<file path="config.mk">
export PLATFORM = sky130hd
export DESIGN_NAME = dual_slope_pwm_timer16
export DESIGN_NICKNAME = d
export VERILOG_FILES = /design/src/shared/pwm_timer_pkg.sv /design/src/hdl/pwm_compare_channel.sv /design/src/hdl/dual_slope_pwm_timer16.sv
export VERILOG_INCLUDE_DIRS = /design/src /design/src/shared
export SDC_FILE = /design/constraint.sdc
export NUM_CORES = 1
export LEC_CHECK = 0
export BUFFER_PORTS_ARGS = -buffer_cell sky130_fd_sc_hd__buf_4
export CORE_MARGIN = 3
export CORE_UTILIZATION = 45
export CTS_CLUSTER_SIZE = 25
export DETAILED_ROUTE_END_ITERATION = 8
export GPL_ROUTABILITY_DRIVEN = 0
export SLEW_MARGIN = 20
export SYNTH_ARGS = -nofsm -noshare
export SYNTH_HDL_FRONTEND = slang
export SYNTH_SLANG_ARGS = --single-unit
</file>
<file path="constraint.sdc">
create_clock -name pclk -period 5.8 [get_ports pclk]
set_clock_uncertainty 0.2 [all_clocks]
set_input_delay 0.29 -clock pclk [delete_from_list [all_inputs] [get_ports pclk]]
set_output_delay 0.29 -clock pclk [all_outputs]
set_load 0.02 [all_outputs]
</file>
<file path="src/shared/pwm_timer_defs.svh">
// Offsets, field positions, mode codes and divider counts of the dual-slope PWM timer.
// Assumes a 32-bit APB slave with 8-bit byte addresses.
`ifndef PWM_TIMER_DEFS_SVH
`define PWM_TIMER_DEFS_SVH

// ****************************************************
// Register byte offsets
// ****************************************************
`define OFS_CTRL      8'h00
`define OFS_COUNT     8'h04
`define OFS_CMP_A     8'h08
`define OFS_CMP_B     8'h0C
`define OFS_CAPTOP    8'h10
`define OFS_FLAGS     8'h14

// ****************************************************
// Control field positions
// ****************************************************
`define CTRL_MODE_LO  0
`define CTRL_MODE_HI  3
`define CTRL_COMA_LO  4
`define CTRL_COMA_HI  5
`define CTRL_COMB_LO  6
`define CTRL_COMB_HI  7
`define CTRL_CLK_LO   8
`define CTRL_CLK_HI   10
`define CTRL_DIR_A    11
`define CTRL_DIR_B    12

// ****************************************************
// Flag bit positions (write one to clear)
// ****************************************************
`define FLG_OVF       0
`define FLG_CMPA      1
`define FLG_CMPB      2
`define FLG_CAPT      3

// ****************************************************
// Waveform mode codes and fixed TOP values
// ****************************************************
`define MODE_PC8      4'h1
`define MODE_PC9      4'h2
`define MODE_PC10     4'h3
`define MODE_PFC_CAP  4'h8
`define MODE_PFC_CMP  4'h9
`define MODE_PC_CAP   4'hA
`define MODE_PC_CMP   4'hB
`define TOP_8BIT      16'h00FF
`define TOP_9BIT      16'h01FF
`define TOP_10BIT     16'h03FF
`define TOP_MAX       16'hFFFF
`define CNT_BOTTOM    16'h0000

// ****************************************************
// Compare output modes
// ****************************************************
`define COM_OFF       2'h0
`define COM_TOGGLE    2'h1
`define COM_NONINV    2'h2
`define COM_INV       2'h3

// ****************************************************
// Prescaler terminal counts (factor minus one)
// ****************************************************
`define DIV_1_LAST    10'h000
`define DIV_8_LAST    10'h007
`define DIV_64_LAST   10'h03F
`define DIV_256_LAST  10'h0FF
`define DIV_1024_LAST 10'h3FF

`endif

</file>
<file path="src/shared/pwm_timer_pkg.sv">
// Types of the dual-slope PWM timer: top source and the whole register state.
// Assumes the constants header is on the include path.
`default_nettype none
package pwm_timer_pkg;

  // Where the turning value comes from
  typedef enum logic [1:0] {
    TOP_FIXED,
    TOP_CAPTURE,
    TOP_CMP_A,
    TOP_NONE
  } top_src_t;

  // Entire state of the timer top, one register
  typedef struct packed {
    logic [15:0] count;
    logic        count_up;
    logic [15:0] cmp_a;
    logic [15:0] cmp_b;
    logic [15:0] buf_a;
    logic [15:0] buf_b;
    logic [15:0] captop;
    logic [3:0]  mode;
    logic [1:0]  com_a;
    logic [1:0]  com_b;
    logic [2:0]  clk_sel;
    logic        dir_a;
    logic        dir_b;
    logic [3:0]  flags;
    logic [9:0]  pre;
    logic        tick;
    logic        lvl_a;
    logic        lvl_b;
    logic [31:0] prdata;
    logic        pready;
    logic        pslverr;
    logic        pin_a;
    logic        oe_a;
    logic        pin_b;
    logic        oe_b;
  } timer_state_t;

endpackage : pwm_timer_pkg
`default_nettype wire

</file>
<file path="src/hdl/pwm_compare_channel.sv">
// Waveform level decision of one compare channel.
// Assumes the caller registers next_level and qualifies it with the timer tick.
`timescale 1ns/1ps
`default_nettype none
`include "pwm_timer_defs.svh"

module pwm_compare_channel (
  input  wire logic       tick,
  input  wire logic       match,
  input  wire logic       count_up,
  input  wire logic [1:0] out_mode,
  input  wire logic       toggle_ok,
  input  wire logic       level,
  output logic            next_level
);

  // ****************************************************
  // Level update on a compare match
  // ****************************************************
  // Non-inverting: match on the rising slope clears, on the falling slope sets; inverting does the reverse
  always_comb begin
    next_level = level;
    if (tick && match) begin
      unique case (out_mode)
        `COM_OFF:    next_level = level;
        `COM_TOGGLE: next_level = toggle_ok ? ~level : level;
        `COM_NONINV: next_level = ~count_up;
        `COM_INV:    next_level = count_up;
      endcase
    end
  end

endmodule : pwm_compare_channel
`default_nettype wire

</file>
<file path="src/hdl/dual_slope_pwm_timer16.sv">
// Dual-slope 16-bit PWM timer with two compare channels behind an APB slave.
// Assumes pclk is the I/O clock and all inputs are synchronous to it.
//
// What this block does
// - Modes 1,2,3,10,11 count 0 up to TOP, then back down, forever.
// - Phase correct TOP: 0x00FF, 0x01FF, 0x03FF, capture top, or channel A compare.
// - Counter holds TOP for one timer tick, then counts down.
// - Mode 2 clears on up-match, sets on down-match; mode 3 inverts that.
// - Phase correct: overflow flag set in the tick the counter is at BOTTOM.
// - Phase correct: compares reload at TOP; TOP source flag set then too.
// - Dual-slope modes: compare flag set in the tick the counter equals that channel's active compare.
// - Fixed TOP: compare writes zero bits above the resolution.
// - Compare at BOTTOM gives steady low, at TOP steady high (non-inverting).
// - Mode 11 with toggle: channel A toggles each match, 50% duty.
// - Modes 8 and 9 count phase and frequency correct; TOP capture or compare A.
// - Frequency correct: compares reload at BOTTOM, overflow flag in that tick.
// - Frequency correct: TOP source flag set when counter reaches TOP.
// - Mode 9 with toggle: channel A toggles each match, 50% duty.
// - Compare output reaches the pin only with its direction bit set.
// - Counter advances on pclk divided by 1, 8, 64, 256 or 1024.
// - Toggle setting drives only channel A in modes 9, 11; else disconnected.
//
// Chosen here: the address map and the APB register port.
`timescale 1ns/1ps
`default_nettype none
`include "pwm_timer_defs.svh"

module dual_slope_pwm_timer16 (
  input  wire logic        pclk,
  input  wire logic        presetn,
  input  wire logic        psel,
  input  wire logic        penable,
  input  wire logic        pwrite,
  input  wire logic [7:0]  paddr,
  input  wire logic [31:0] pwdata,
  output logic      [31:0] prdata,
  output logic             pready,
  output logic             pslverr,
  output logic             pwm_a_out,
  output logic             pwm_a_oe,
  output logic             pwm_b_out,
  output logic             pwm_b_oe
);
  import pwm_timer_pkg::*;

  timer_state_t st;
  timer_state_t next_st;

  // ****************************************************
  // Mode decode
  // ****************************************************
  top_src_t    top_src;
  logic [15:0] top_val;
  logic        mode_pc;
  logic        mode_pfc;
  logic        dual;
  logic        fixed_top;
  logic        tog_ok_a;
  logic        at_top;
  logic        at_bottom;
  logic        eff_up;
  logic        match_a;
  logic        match_b;
  logic        apb_wr;
  logic        setup;
  logic        mapped;
  logic [15:0] wr_mask;
  logic        lvl_a_n;
  logic        lvl_b_n;
  logic        tick_on;

  // TOP source per mode code
  // Unlisted codes park the counter and leave both pins disconnected
  always_comb begin
    top_val = `TOP_MAX;
    top_src = TOP_NONE;
    unique case (st.mode)
      `MODE_PC8:     begin top_val = `TOP_8BIT;  top_src = TOP_FIXED; end
      `MODE_PC9:     begin top_val = `TOP_9BIT;  top_src = TOP_FIXED; end
      `MODE_PC10:    begin top_val = `TOP_10BIT; top_src = TOP_FIXED; end
      `MODE_PC_CAP,
      `MODE_PFC_CAP: begin top_val = st.captop;  top_src = TOP_CAPTURE; end
      `MODE_PC_CMP,
      `MODE_PFC_CMP: begin top_val = st.cmp_a;   top_src = TOP_CMP_A; end
      default:       begin top_val = `TOP_MAX;   top_src = TOP_NONE; end
    endcase
  end

  assign mode_pc   = (top_src == TOP_FIXED) || (st.mode == `MODE_PC_CAP)
                     || (st.mode == `MODE_PC_CMP);
  assign mode_pfc  = (st.mode == `MODE_PFC_CAP) || (st.mode == `MODE_PFC_CMP);
  assign dual      = mode_pc || mode_pfc;
  assign fixed_top = (top_src == TOP_FIXED);
  assign tog_ok_a  = (st.mode == `MODE_PFC_CMP) || (st.mode == `MODE_PC_CMP);
  assign wr_mask   = fixed_top ? top_val : `TOP_MAX;
  assign tick_on   = st.tick && dual;

  // ****************************************************
  // Slope position and matches
  // ****************************************************
  // TOP counts as falling, BOTTOM as rising, so extreme compares stay steady
  assign at_top    = (st.count == top_val);
  assign at_bottom = (st.count == `CNT_BOTTOM);
  assign eff_up    = at_bottom || (st.count_up && !at_top);
  // A compare above TOP is simply never equal to the count
  assign match_a   = (st.count == st.cmp_a);
  assign match_b   = (st.count == st.cmp_b);

  // ****************************************************
  // Compare channels
  // ****************************************************
  pwm_compare_channel chan_a (
    .tick       (tick_on),
    .match      (match_a),
    .count_up   (eff_up),
    .out_mode   (st.com_a),
    .toggle_ok  (tog_ok_a),
    .level      (st.lvl_a),
    .next_level (lvl_a_n)
  );

  // Channel B never toggles in a dual-slope mode
  pwm_compare_channel chan_b (
    .tick       (tick_on),
    .match      (match_b),
    .count_up   (eff_up),
    .out_mode   (st.com_b),
    .toggle_ok  (1'b0),
    .level      (st.lvl_b),
    .next_level (lvl_b_n)
  );

  // ****************************************************
  // APB decode
  // ****************************************************
  // Zero wait states: pready is simply the registered setup strobe
  // Writes also need pready, so an access phase with no setup is ignored
  assign setup  = psel && !penable;
  assign apb_wr = psel && penable && pwrite && st.pready;
  assign mapped = (paddr == `OFS_CTRL) || (paddr == `OFS_COUNT) || (paddr == `OFS_CMP_A)
                  || (paddr == `OFS_CMP_B) || (paddr == `OFS_CAPTOP)
                  || (paddr == `OFS_FLAGS);

  // ****************************************************
  // Next state
  // ****************************************************
  always_comb begin
    logic [3:0] flag_set;
    logic [3:0] flag_clr;
    logic       conn_a;
    logic       conn_b;
    logic       dual_n;
    next_st  = st;
    flag_set = 4'h0;
    flag_clr = 4'h0;
    conn_a   = 1'b0;
    conn_b   = 1'b0;
    dual_n   = 1'b0;

    // Prescaler: tick is a one-cycle enable, never a clock
    // Selects 6 and 7 stop the timer just like select 0
    next_st.tick = 1'b0;
    unique case (st.clk_sel)
      3'h1:    next_st.tick = (st.pre == `DIV_1_LAST);
      3'h2:    next_st.tick = (st.pre == `DIV_8_LAST);
      3'h3:    next_st.tick = (st.pre == `DIV_64_LAST);
      3'h4:    next_st.tick = (st.pre == `DIV_256_LAST);
      3'h5:    next_st.tick = (st.pre == `DIV_1024_LAST);
      default: next_st.tick = 1'b0;
    endcase
    if (st.clk_sel == 3'h0 || next_st.tick) begin
      next_st.pre = 10'h000;
    end else begin
      next_st.pre = st.pre + 10'h001;
    end

    // Dual-slope counting, one count per tick
    if (tick_on) begin
      if (at_top) begin
        next_st.count_up = 1'b0;
        next_st.count    = st.count - 16'h0001;
      end else if (at_bottom) begin
        next_st.count_up = 1'b1;
        next_st.count    = st.count + 16'h0001;
      end else if (st.count_up) begin
        next_st.count    = st.count + 16'h0001;
      end else begin
        next_st.count    = st.count - 16'h0001;
      end
      if (match_a) flag_set[`FLG_CMPA] = 1'b1;
      if (match_b) flag_set[`FLG_CMPB] = 1'b1;
      if (at_bottom) flag_set[`FLG_OVF] = 1'b1;
      if (at_top && top_src == TOP_CMP_A) flag_set[`FLG_CMPA] = 1'b1;
      if (at_top && top_src == TOP_CAPTURE) flag_set[`FLG_CAPT] = 1'b1;
      // Double-buffered reload point depends on the mode family
      if ((mode_pc && at_top) || (mode_pfc && at_bottom)) begin
        next_st.cmp_a = st.buf_a;
        next_st.cmp_b = st.buf_b;
      end
      next_st.lvl_a = lvl_a_n;
      next_st.lvl_b = lvl_b_n;
    end else if (!dual) begin
      // Outside dual-slope modes the buffers pass straight through
      next_st.cmp_a = st.buf_a;
      next_st.cmp_b = st.buf_b;
    end

    // Register writes, taken at the access edge
    // A COUNT write beats the tick step of the same cycle
    if (apb_wr) begin
      unique case (paddr)
        `OFS_CTRL: begin
          next_st.mode    = pwdata[`CTRL_MODE_HI:`CTRL_MODE_LO];
          next_st.com_a   = pwdata[`CTRL_COMA_HI:`CTRL_COMA_LO];
          next_st.com_b   = pwdata[`CTRL_COMB_HI:`CTRL_COMB_LO];
          next_st.clk_sel = pwdata[`CTRL_CLK_HI:`CTRL_CLK_LO];
          next_st.dir_a   = pwdata[`CTRL_DIR_A];
          next_st.dir_b   = pwdata[`CTRL_DIR_B];
        end
        `OFS_COUNT:  next_st.count  = pwdata[15:0];
        `OFS_CMP_A:  next_st.buf_a  = pwdata[15:0] & wr_mask;
        `OFS_CMP_B:  next_st.buf_b  = pwdata[15:0] & wr_mask;
        `OFS_CAPTOP: next_st.captop = pwdata[15:0];
        `OFS_FLAGS:  flag_clr       = pwdata[3:0];
        default:     next_st.mode   = st.mode;
      endcase
    end
    // A flag raised in the clearing cycle survives
    next_st.flags = (st.flags & ~flag_clr) | flag_set;

    // Read data and answer prepared in the setup cycle
    // Compare registers read back the buffers, not the active values
    next_st.pready  = setup;
    next_st.pslverr = setup && !mapped;
    next_st.prdata  = 32'h0000_0000;
    if (setup && !pwrite) begin
      unique case (paddr)
        `OFS_CTRL:   next_st.prdata = {19'h0, st.dir_b, st.dir_a, st.clk_sel,
                                       st.com_b, st.com_a, st.mode};
        `OFS_COUNT:  next_st.prdata = {16'h0, st.count};
        `OFS_CMP_A:  next_st.prdata = {16'h0, st.buf_a};
        `OFS_CMP_B:  next_st.prdata = {16'h0, st.buf_b};
        `OFS_CAPTOP: next_st.prdata = {16'h0, st.captop};
        `OFS_FLAGS:  next_st.prdata = {28'h0, st.flags};
        default:     next_st.prdata = 32'h0000_0000;
      endcase
    end

    // Pin drive: connected mode and output direction both needed
    // Built from next values so pin and enable move on the same edge
    dual_n = (next_st.mode == `MODE_PC8) || (next_st.mode == `MODE_PC9)
             || (next_st.mode == `MODE_PC10) || (next_st.mode == `MODE_PC_CAP)
             || (next_st.mode == `MODE_PC_CMP) || (next_st.mode == `MODE_PFC_CAP)
             || (next_st.mode == `MODE_PFC_CMP);
    conn_a = dual_n && (next_st.com_a[1] || (next_st.com_a == `COM_TOGGLE
             && (next_st.mode == `MODE_PFC_CMP || next_st.mode == `MODE_PC_CMP)));
    conn_b = dual_n && next_st.com_b[1];
    next_st.oe_a  = conn_a && next_st.dir_a;
    next_st.oe_b  = conn_b && next_st.dir_b;
    next_st.pin_a = next_st.oe_a && next_st.lvl_a;
    next_st.pin_b = next_st.oe_b && next_st.lvl_b;
  end

  // ****************************************************
  // State register
  // ****************************************************
  // Direction resets to up so the first tick leaves BOTTOM upward
  always_ff @(posedge pclk or negedge presetn) begin
    if (!presetn) begin
      st          <= '0;
      st.count_up <= 1'b1;
    end else begin
      st <= next_st;
    end
  end

  // Every output comes straight from a state flop
  assign prdata    = st.prdata;
  assign pready    = st.pready;
  assign pslverr   = st.pslverr;
  assign pwm_a_out = st.pin_a;
  assign pwm_a_oe  = st.oe_a;
  assign pwm_b_out = st.pin_b;
  assign pwm_b_oe  = st.oe_b;
endmodule : dual_slope_pwm_timer16
`default_nettype wire

</file>
==> reports/results.ini, run 1 <==
[clock_tree]
cts_num_sinks = 149
clkTransAtPathRegs_ns = 0.06
clk_path_buf_depth = 2
cts_tree = yes
ctsResizeCount = 0
numCtsBuffers = 17
insertion_delay_ns = 0.43
cts_root_buffer = clkbuf_16
htree_num_levels = 4

[global_routing]
grt_pass1_wl_mm = 34.3
overflow = 0
grt_max_degree = 97
track_usage_pct = 22.1
use_met2_pct = 34.3
antenna_found_initial = 0
use_met1_pct = 31.0
first_global_vias = 6149
grt_use_met3_pct = 4.58
top_usage_layer = met2

[die]
pin_count = 83
die_width_um = 142
rows = 48
coreArea_um2 = 17700
start_util_pct = 46.9
die_area_um2 = 20100
die_h_um = 142

[worst_setup_path]
required_ns = 5.91
r2r-start = st[64]
reg2reg_slack_ns = 1.54
criticalPathCategory = flip-flop to flip-flop
endpoint = st[134]
worstReg2RegEnd = st[134]
critPathMaxFanout = 28
cp_num_buf_inv = 1
startpoint = st[64]
worstSetupEndpointType = flip-flop
crit_chain = mux2_4 > or4b_1 > a211oi_2 > a311oi_1 > nor4_4 > and2_1 > o32ai_1 > nand2b_1 > buf_4 > mux2_2
worstSetupStartpointType = flip-flop
worst-path-stages = 10
slowest_delay_ns = 0.84
critPathArrivalTime_ns = 4.37
crit_slowest_cell = dfrtp_1
critPathTopFamily = simple AND/OR/NAND/NOR gates
reg2reg_depth = 10

[place]
hpwlAfterDp_mm = 15.5
port_buffers = 50
placed_cell_area_um2 = 8540

[drt]
drc_errors = 0
firstDrtPassIters = 5
routedWlPerCell_um = 20.3
drt_iter0_markers = 676
viasPerCell = 5.87
wl_mm = 21.8
ant_nets = 0
routed-via-count = 6301

[sta]
slew_headroom_pct = 39.9
hold_violations = 0
fmax_mhz = 235
min_period_over_period_pct = 73.5
slew_violations = 0
timing.setup.tns_ns = 0
worst_slew_pin_slew_ns = 0.901
post-route-min-period_ns = 4.26
rsz0062_at_grt = no
setup_violations = 0

[power]
total_power_mw = 2.32
peakVddDrop_mv = 0.236
powerDensity_nw_per_um2 = 248
leakagePower_nw = 4.29

[synthesis]
yosysSeqAreaShare_pct = 45.0
yosysWarnings = 0
avgSynthCellArea_um2 = 10.2
synth_cells = 814
synth_flop_cell = dfrtp_1
syn_area_um2 = 8280
synth_edf_count = 0
async_reset_ff_share_pct = 100
ys_ff_latch = 149
post_synth_num_cell_types = 65

[finish]
final_design_area_no_fill_um2 = 9360
layout-drive-gt1-share_pct = 20.7
final_common_cell = dfrtp_1
nets = 885
areaGrowthSynthToFinish_pct = 13.1
diodes = 0
mostFrequentLayoutCells = 148 x dfrtp_1, 78 x mux2_2, 65 x nand2_1

[run]
cap_violations = 0

[min_path]
timing.hold.worst.class = input port to flip-flop

[run_status]
outcome = finished, final reports clean

==> layout make-up <==
class	count	area, µm²
multi-input combinational	578	4050
timing repair buffer	74	607
inverter	16	60.1
clock buffer	21	460
tap	225	282
clock inverter	11	174
fill	1576	8290
sequential	149	3730
==> per-stage QoR <==
stage	hold WS, ns	utilization [%]	setup slack, ns	std cells
2_1_floorplan	-0.206	-	2.61	829
3_3_place_gp	0.230	48.4	1.67	1023
3_5_place_dp	0.238	48.4	1.57	1023
4_1_cts	0.0556	53.0	1.54	1074
5_1_grt	0.0825	53.0	1.36	1074
6_report	0.0699	53.0	1.54	1074
==> cell usage after synthesis (6+ instances only) <==
cell        n  area (µm²)
nand4_1     9        56.3
xnor2_1    27         236
nor4_1     11        68.8
mux2_2     78         878
and2_1      8        50.1
xor2_1     22         193
buf_6       6        67.6
and3_1     25         156
nor3_1     21         105
nand2_1    65         244
mux2i_1    45         450
a221oi_1   14         123
or3_1       9        56.3
buf_4      33         248
inv_1      16        60.1
clkbuf_1   38         143
o21ai_0    42         210
nand3_1    27         135
dfrtp_1   148        3700
a21oi_1    21         105
nor2_1     59         221
a31oi_1     6        37.5
==> worst reg2reg max path: stages (launching register included) <==
cell and delay (ns):
dfrtp_1 0.84, mux2_4 0.38, or4b_1 0.49, a211oi_2 0.25, a311oi_1 0.11, nor4_4 0.39
and2_1 0.26, o32ai_1 0.12, nand2b_1 0.25, buf_4 0.45, mux2_2 0.40
==> logic make-up after synthesis <==
group | share of synthesized area (%)
AND/OR/NAND/NOR | 16.8
flip-flops | 45.0
multiplexers | 17.0
AO/OA/AOI/OAI | 8.54
buffers and inverters | 6.74
XOR/XNOR | 5.18
adder cells (fa/ha/maj) | 0.604
other | 0.0453
==> power breakdown <==
group	internal (mW)	switching (mW)
clock	0.743	0.434
sequential	1.04	0.00592
combinational	0.0350	0.0622
==> sequential cells by signal (all words and copies together), names as in the netlist <==
register,cells
prdata,16
pwm_b_out,1
st,127
pwm_b_oe,1
pwm_a_oe,1
pwm_a_out,1
pslverr,1
pready,1
==> per-layer routing <==
metal,vias up,part of all wire [%]
li1,2891,-
met1,3123,45
met2,250,46
met3,37,6.9
met4,0,2.4
met5,-,0
==> worst min-delay path by stage <==
stage | start | cells past startpoint | endpoint
finish | pwrite | 3 | prdata[1]
global route | psel | 3 | pslverr
CTS | pwrite | 3 | prdata[1]
detailed placement | presetn | 1 | st[48]
global placement | presetn | 1 | st[46]
floorplan | presetn | 0 | prdata[0]
==> what timing repair did <==
item                                    in CTS  in global routing
endpoints found under the setup margin       0                  0
hold buffers                                19                  0
buffers inserted                             0                  0
hold endpoints to repair                   173                  0
No activity file was read; power rests on OpenSTA's default activity.
==> run 2: changes to the inputs <==
clock period = 4.3 ns   (was 5.8 ns; I/O delays follow)
==> run 2 against run 1 <==
Compared with the run above: final cell count is 1.4% higher; global-route usage increased by 0.33 points; sequential power is 34% higher; critical endpoint is now st[132]; largest power group unchanged; highest routed layer unchanged.
==> reports/results.ini, run 2 (synthesis results as in run 1) <==
[power]
peakVddDrop_mv = 0.277
leakagePower_nw = 4.38
powerDensity_nw_per_um2 = 326

[global_routing]
track_usage_pct = 22.4
antenna_found_initial = 0
grt_max_degree = 62
first_global_vias = 6232
overflow = 0
grt_pass1_wl_mm = 34.7

[worst_setup_path]
worstSetupEndpointType = flip-flop
endpoint = st[132]
worst-path-stages = 11
critPathTopFamily = simple AND/OR/NAND/NOR gates
crit_slowest_cell = dfrtp_1
r2r-start = st[64]
worstReg2RegEnd = st[132]
criticalPathCategory = flip-flop to flip-flop
startpoint = st[64]
slowest_delay_ns = 0.71
worstSetupStartpointType = flip-flop
crit_chain = buf_4 > mux2i_1 > a21oi_1 > nor4_1 > nand4_1 > nor4_4 > and2_1 > o32ai_1 > nand2b_1 > buf_4 > mux2_2
reg2reg_depth = 11
critPathMaxFanout = 13
cp_num_buf_inv = 2
required_ns = 4.41
reg2reg_slack_ns = 0.29
critPathArrivalTime_ns = 4.12
worst_path_most_repeated_cell = buf_4

[place]
hpwlAfterDp_mm = 15.7
placed_cell_area_um2 = 8660
port_buffers = 50

[sta]
fmax_mhz = 249
rsz0062_at_grt = no
hold_violations = 0
slew_headroom_pct = 41.2
slew_violations = 0
worst_slew_pin_slew_ns = 0.881
min_period_over_period_pct = 93.3
post-route-min-period_ns = 4.01
timing.setup.tns_ns = 0
setup_violations = 0

[finish]
mostFrequentLayoutCells = 148 x dfrtp_1, 78 x mux2_2, 68 x buf_4
diodes = 0
area.sequential_um2 = 3730
largest_reg_flops = 127
layout-drive-gt1-share_pct = 22.2
largest-register = st
final_common_cell = dfrtp_1
final_design_area_no_fill_um2 = 9480
n_fill_cell = 1576
multi_input_area_um2 = 4050
nets = 901
areaGrowthSynthToFinish_pct = 14.5

[drt]
routed-via-count = 6307
wl_mm = 22.2
ant_nets = 0
drt_iter0_markers = 554
firstDrtPassIters = 5
drc_errors = 0
routedWlPerCell_um = 20.4
viasPerCell = 5.79

[die]
rows = 48
die_h_um = 142
die_area_um2 = 20100
start_util_pct = 46.9
coreArea_um2 = 17700
pin_count = 83
die_width_um = 142

[clock_tree]
numCtsBuffers = 17
cts_num_sinks = 149
insertion_delay_ns = 0.43
cts_tree = yes
clk_path_buf_depth = 2
clkTransAtPathRegs_ns = 0.06
htree_num_levels = 4
cts_root_buffer = clkbuf_16
ctsResizeCount = 0

[run_status]
outcome = finished, final reports clean

[run]
cap_violations = 0

[min_path]
timing.hold.worst.class = input port to flip-flop

-- run 2: cell count changes in the layout (fill, tap and decap cells not counted), moves of 2 or more --
cell,previous run,this run
buf_4,54,68
clkbuf_1,2,0
clkinv_4,0,3
clkinvlp_4,6,4
-- run 2: routing by layer --
layer | global-route usage (%) | wire (µm)
met1 | 31.2 | 10200
met2 | 34.8 | 10200
met3 | 5.36 | 1330
met4 | 7.27 | 521
met5 | 0 | 0
-- run 2: layout make-up --
type / instances / area share, %
multi-input cells: 578 / 42.7
flip-flops and latches: 149 / 39.3
repair buffers: 90 / 7.83
clock buffers: 20 / 4.92
well taps: 225 / 2.97
clock inverters: 11 / 1.60
inverters: 16 / 0.633
-- run 2: power by group --
part | total [mW] | internal, mW | switching, mW
clock | 1.54 | 0.956 | 0.586
sequential | 1.41 | 1.41 | 0.00626
combinational | 0.139 | 0.0496 | 0.0893
-- run 2: tightest hold or removal path, cell delays in order --
cell and delay, ns:
buf_4 0.13, nand2_1 0.04, and3_1 0.18, nor2b_1 0.05
-- run 2: how the worst min path moves through the flow --
| stage | depth (start not counted) | slack (ns) | end | from |
|---|---|---|---|---|
| 2_1_floorplan | 0 | -0.28 | prdata[0] | presetn |
| 3_3_place_gp | 1 | 0.03 | st[44] | presetn |
| 3_5_place_dp | 1 | 0.04 | st[44] | presetn |
| 4_1_cts | 4 | 0.01 | pslverr | paddr[3] |
| 5_1_grt | 4 | 0.04 | pslverr | paddr[3] |
| 6_report | 4 | 0.02 | pslverr | paddr[3] |
-- run 2: per-stage QoR --
| step | std cells | utilization (%) | power, mW | setup WS [ns] | hold slack [ns] |
|---|---|---|---|---|---|
| 2_1_floorplan | 829 | - | 1.50 | 1.11 | -0.281 |
| 3_3_place_gp | 1038 | 49.1 | 1.56 | 0.493 | 0.0291 |
| 3_5_place_dp | 1038 | 49.1 | 1.56 | 0.379 | 0.0421 |
| 4_1_cts | 1089 | 53.7 | 3.13 | 0.345 | 0.0108 |
| 5_1_grt | 1089 | 53.7 | 3.20 | 0.0428 | 0.0354 |
| 6_report | 1089 | 53.7 | 3.10 | 0.288 | 0.0246 |
-- run 2: timing repair --
item | 4_1_cts | 5_1_grt
endpoints found under the hold margin | 146 | 0
setup endpoints to repair | 0 | 0
buffers inserted | 0 | 0
hold buffers | 20 | 0
==> run 3: changes to the inputs <==
CORE_UTILIZATION = 50   (was 45)
PLACE_DENSITY = 0.69   (was unset)
==> run 3 against run 2 <==
Compared with the run above: global-route usage increased by 3.1 points; first-iteration DRC count increased by 24%; via count increased by 3.7%; clock-buffer cell count increased by 2; critical endpoint is now st[134]; largest cell class unchanged.
==> reports/results.ini, run 3 (synthesis results as in run 1) <==
[run_status]
outcome = finished, final reports clean

[run]
cap_violations = 0

[place]
pre_cts_ws_ns = 0.434
hpwlAfterDp_mm = 15.6
port_buffers = 50
placed_cell_area_um2 = 8640

[drt]
routedWlPerCell_um = 20.8
drt_iter0_markers = 686
routed-via-count = 6539
firstDrtPassIters = 5
wl_mm = 22.4
drc_errors = 0
viasPerCell = 6.05
ant_nets = 0

[sta]
setup_violations = 0
fmax_mhz = 255
slew_violations = 0
timing.setup.tns_ns = 0
worst_slack_ns = 0.384
rsz0062_at_grt = no
worst_slew_pin_slew_ns = 0.901
slew_headroom_pct = 39.9
min_period_over_period_pct = 91.1
hold_violations = 0
post-route-min-period_ns = 3.92
whs_ns = 0.0505

[power]
peakVddDrop_mv = 0.288
powerDensity_nw_per_um2 = 324
leakagePower_nw = 4.38

[clock_tree]
clk_path_buf_depth = 2
cts_num_sinks = 149
ctsResizeCount = 0
htree_num_levels = 4
insertion_delay_ns = 0.43
cts_root_buffer = clkbuf_16
cts_tree = yes
numCtsBuffers = 17
clkTransAtPathRegs_ns = 0.06

[finish]
areaGrowthSynthToFinish_pct = 13.9
final_common_cell = dfrtp_1
nets = 901
mostFrequentLayoutCells = 148 x dfrtp_1, 78 x mux2_2, 69 x buf_4
n_fill_cell = 1317
area.sequential_um2 = 3730
multi_input_area_um2 = 4050
layout-drive-gt1-share_pct = 21.9
largest-register = st
diodes = 0
final_design_area_no_fill_um2 = 9430
largest_reg_flops = 127

[global_routing]
overflow = 0
use_met1_pct = 33.4
grt_use_met3_pct = 5.81
first_global_vias = 6595
grt_max_degree = 98
antenna_found_initial = 0
use_met2_pct = 40.9
track_usage_pct = 25.5
grt_pass1_wl_mm = 35.8
top_usage_layer = met2

[worst_setup_path]
worstSetupStartpointType = flip-flop
criticalPathCategory = flip-flop to flip-flop
critPathArrivalTime_ns = 4.02
required_ns = 4.41
worstSetupEndpointType = flip-flop
critPathMaxFanout = 21

[die]
die_area_um2 = 18100
coreArea_um2 = 16100
rows = 46
die_width_um = 135
pin_count = 83
die_h_um = 135
start_util_pct = 51.6

[min_path]
timing.hold.worst.class = input port to flip-flop

## run 3: cell types whose count changed in the layout (fill, tap and decap cells not counted), sizes merged
cell	previous run	this run
clkinvlp	4	0
clkbuf	20	22
clkinv	4	6
## run 3: cell type report
type                    instances  area share [%]
clock buffers                  22            4.92
clock inverters                 9            1.35
inverters                      16           0.637
multi-input cells             578            42.9
flip-flops and latches        149            39.5
well taps                     216            2.87
repair buffers                 90            7.73
## run 3: routing by layer
layer / vias up / wire length, µm
met5: - / 0
met4: 0 / 829
met3: 64 / 1750
met2: 311 / 10800
met1: 3242 / 9110
li1: 2922 / -
## run 3: critical path, cell delays in order, from the launching register on
cell and delay [ns]:
dfrtp_1 0.66, buf_4 0.36, mux2i_1 0.26, a21oi_1 0.10
nor4_1 0.45, nand4_1 0.28, nor4_4 0.34, and2_1 0.23
o32ai_1 0.10, nand2b_1 0.11, buf_4 0.30, mux2_2 0.38
## run 3: power by group
group / internal (mW) / switching [mW]
Combinational: 0.0490 / 0.0863
Sequential: 1.41 / 0.00692
Clock: 0.937 / 0.568
Total: 2.39 / 0.661
## run 3: worst paths after layout
check	start	end	slack [ns]	cells past startpoint
worst max-delay path	st[64]	st[134]	0.38	11
worst min-delay path	paddr[3]	pslverr	0.05	4
worst max register to register	st[64]	st[134]	0.38	11
worst min register to register	st[53]	st[53]	0.28	1
max in group asynchronous	presetn	st[57]	2.69	3
min in group asynchronous	presetn	st[87]	0.27	2
## run 3: per-stage QoR
step	util [%]	cells	total power, mW
floorplan	-	829	1.50
global placement	53.8	1029	1.56
detailed placement	53.8	1029	1.56
CTS	58.7	1080	3.07
global route	58.7	1080	3.14
finish	58.7	1080	3.06
## run 3: repair_timing
item | 4_1_cts | 5_1_grt
buffers inserted | 0 | 0
hold buffers | 20 | 0
endpoints found under the setup margin | 0 | 0
hold endpoints to repair | 181 | 0
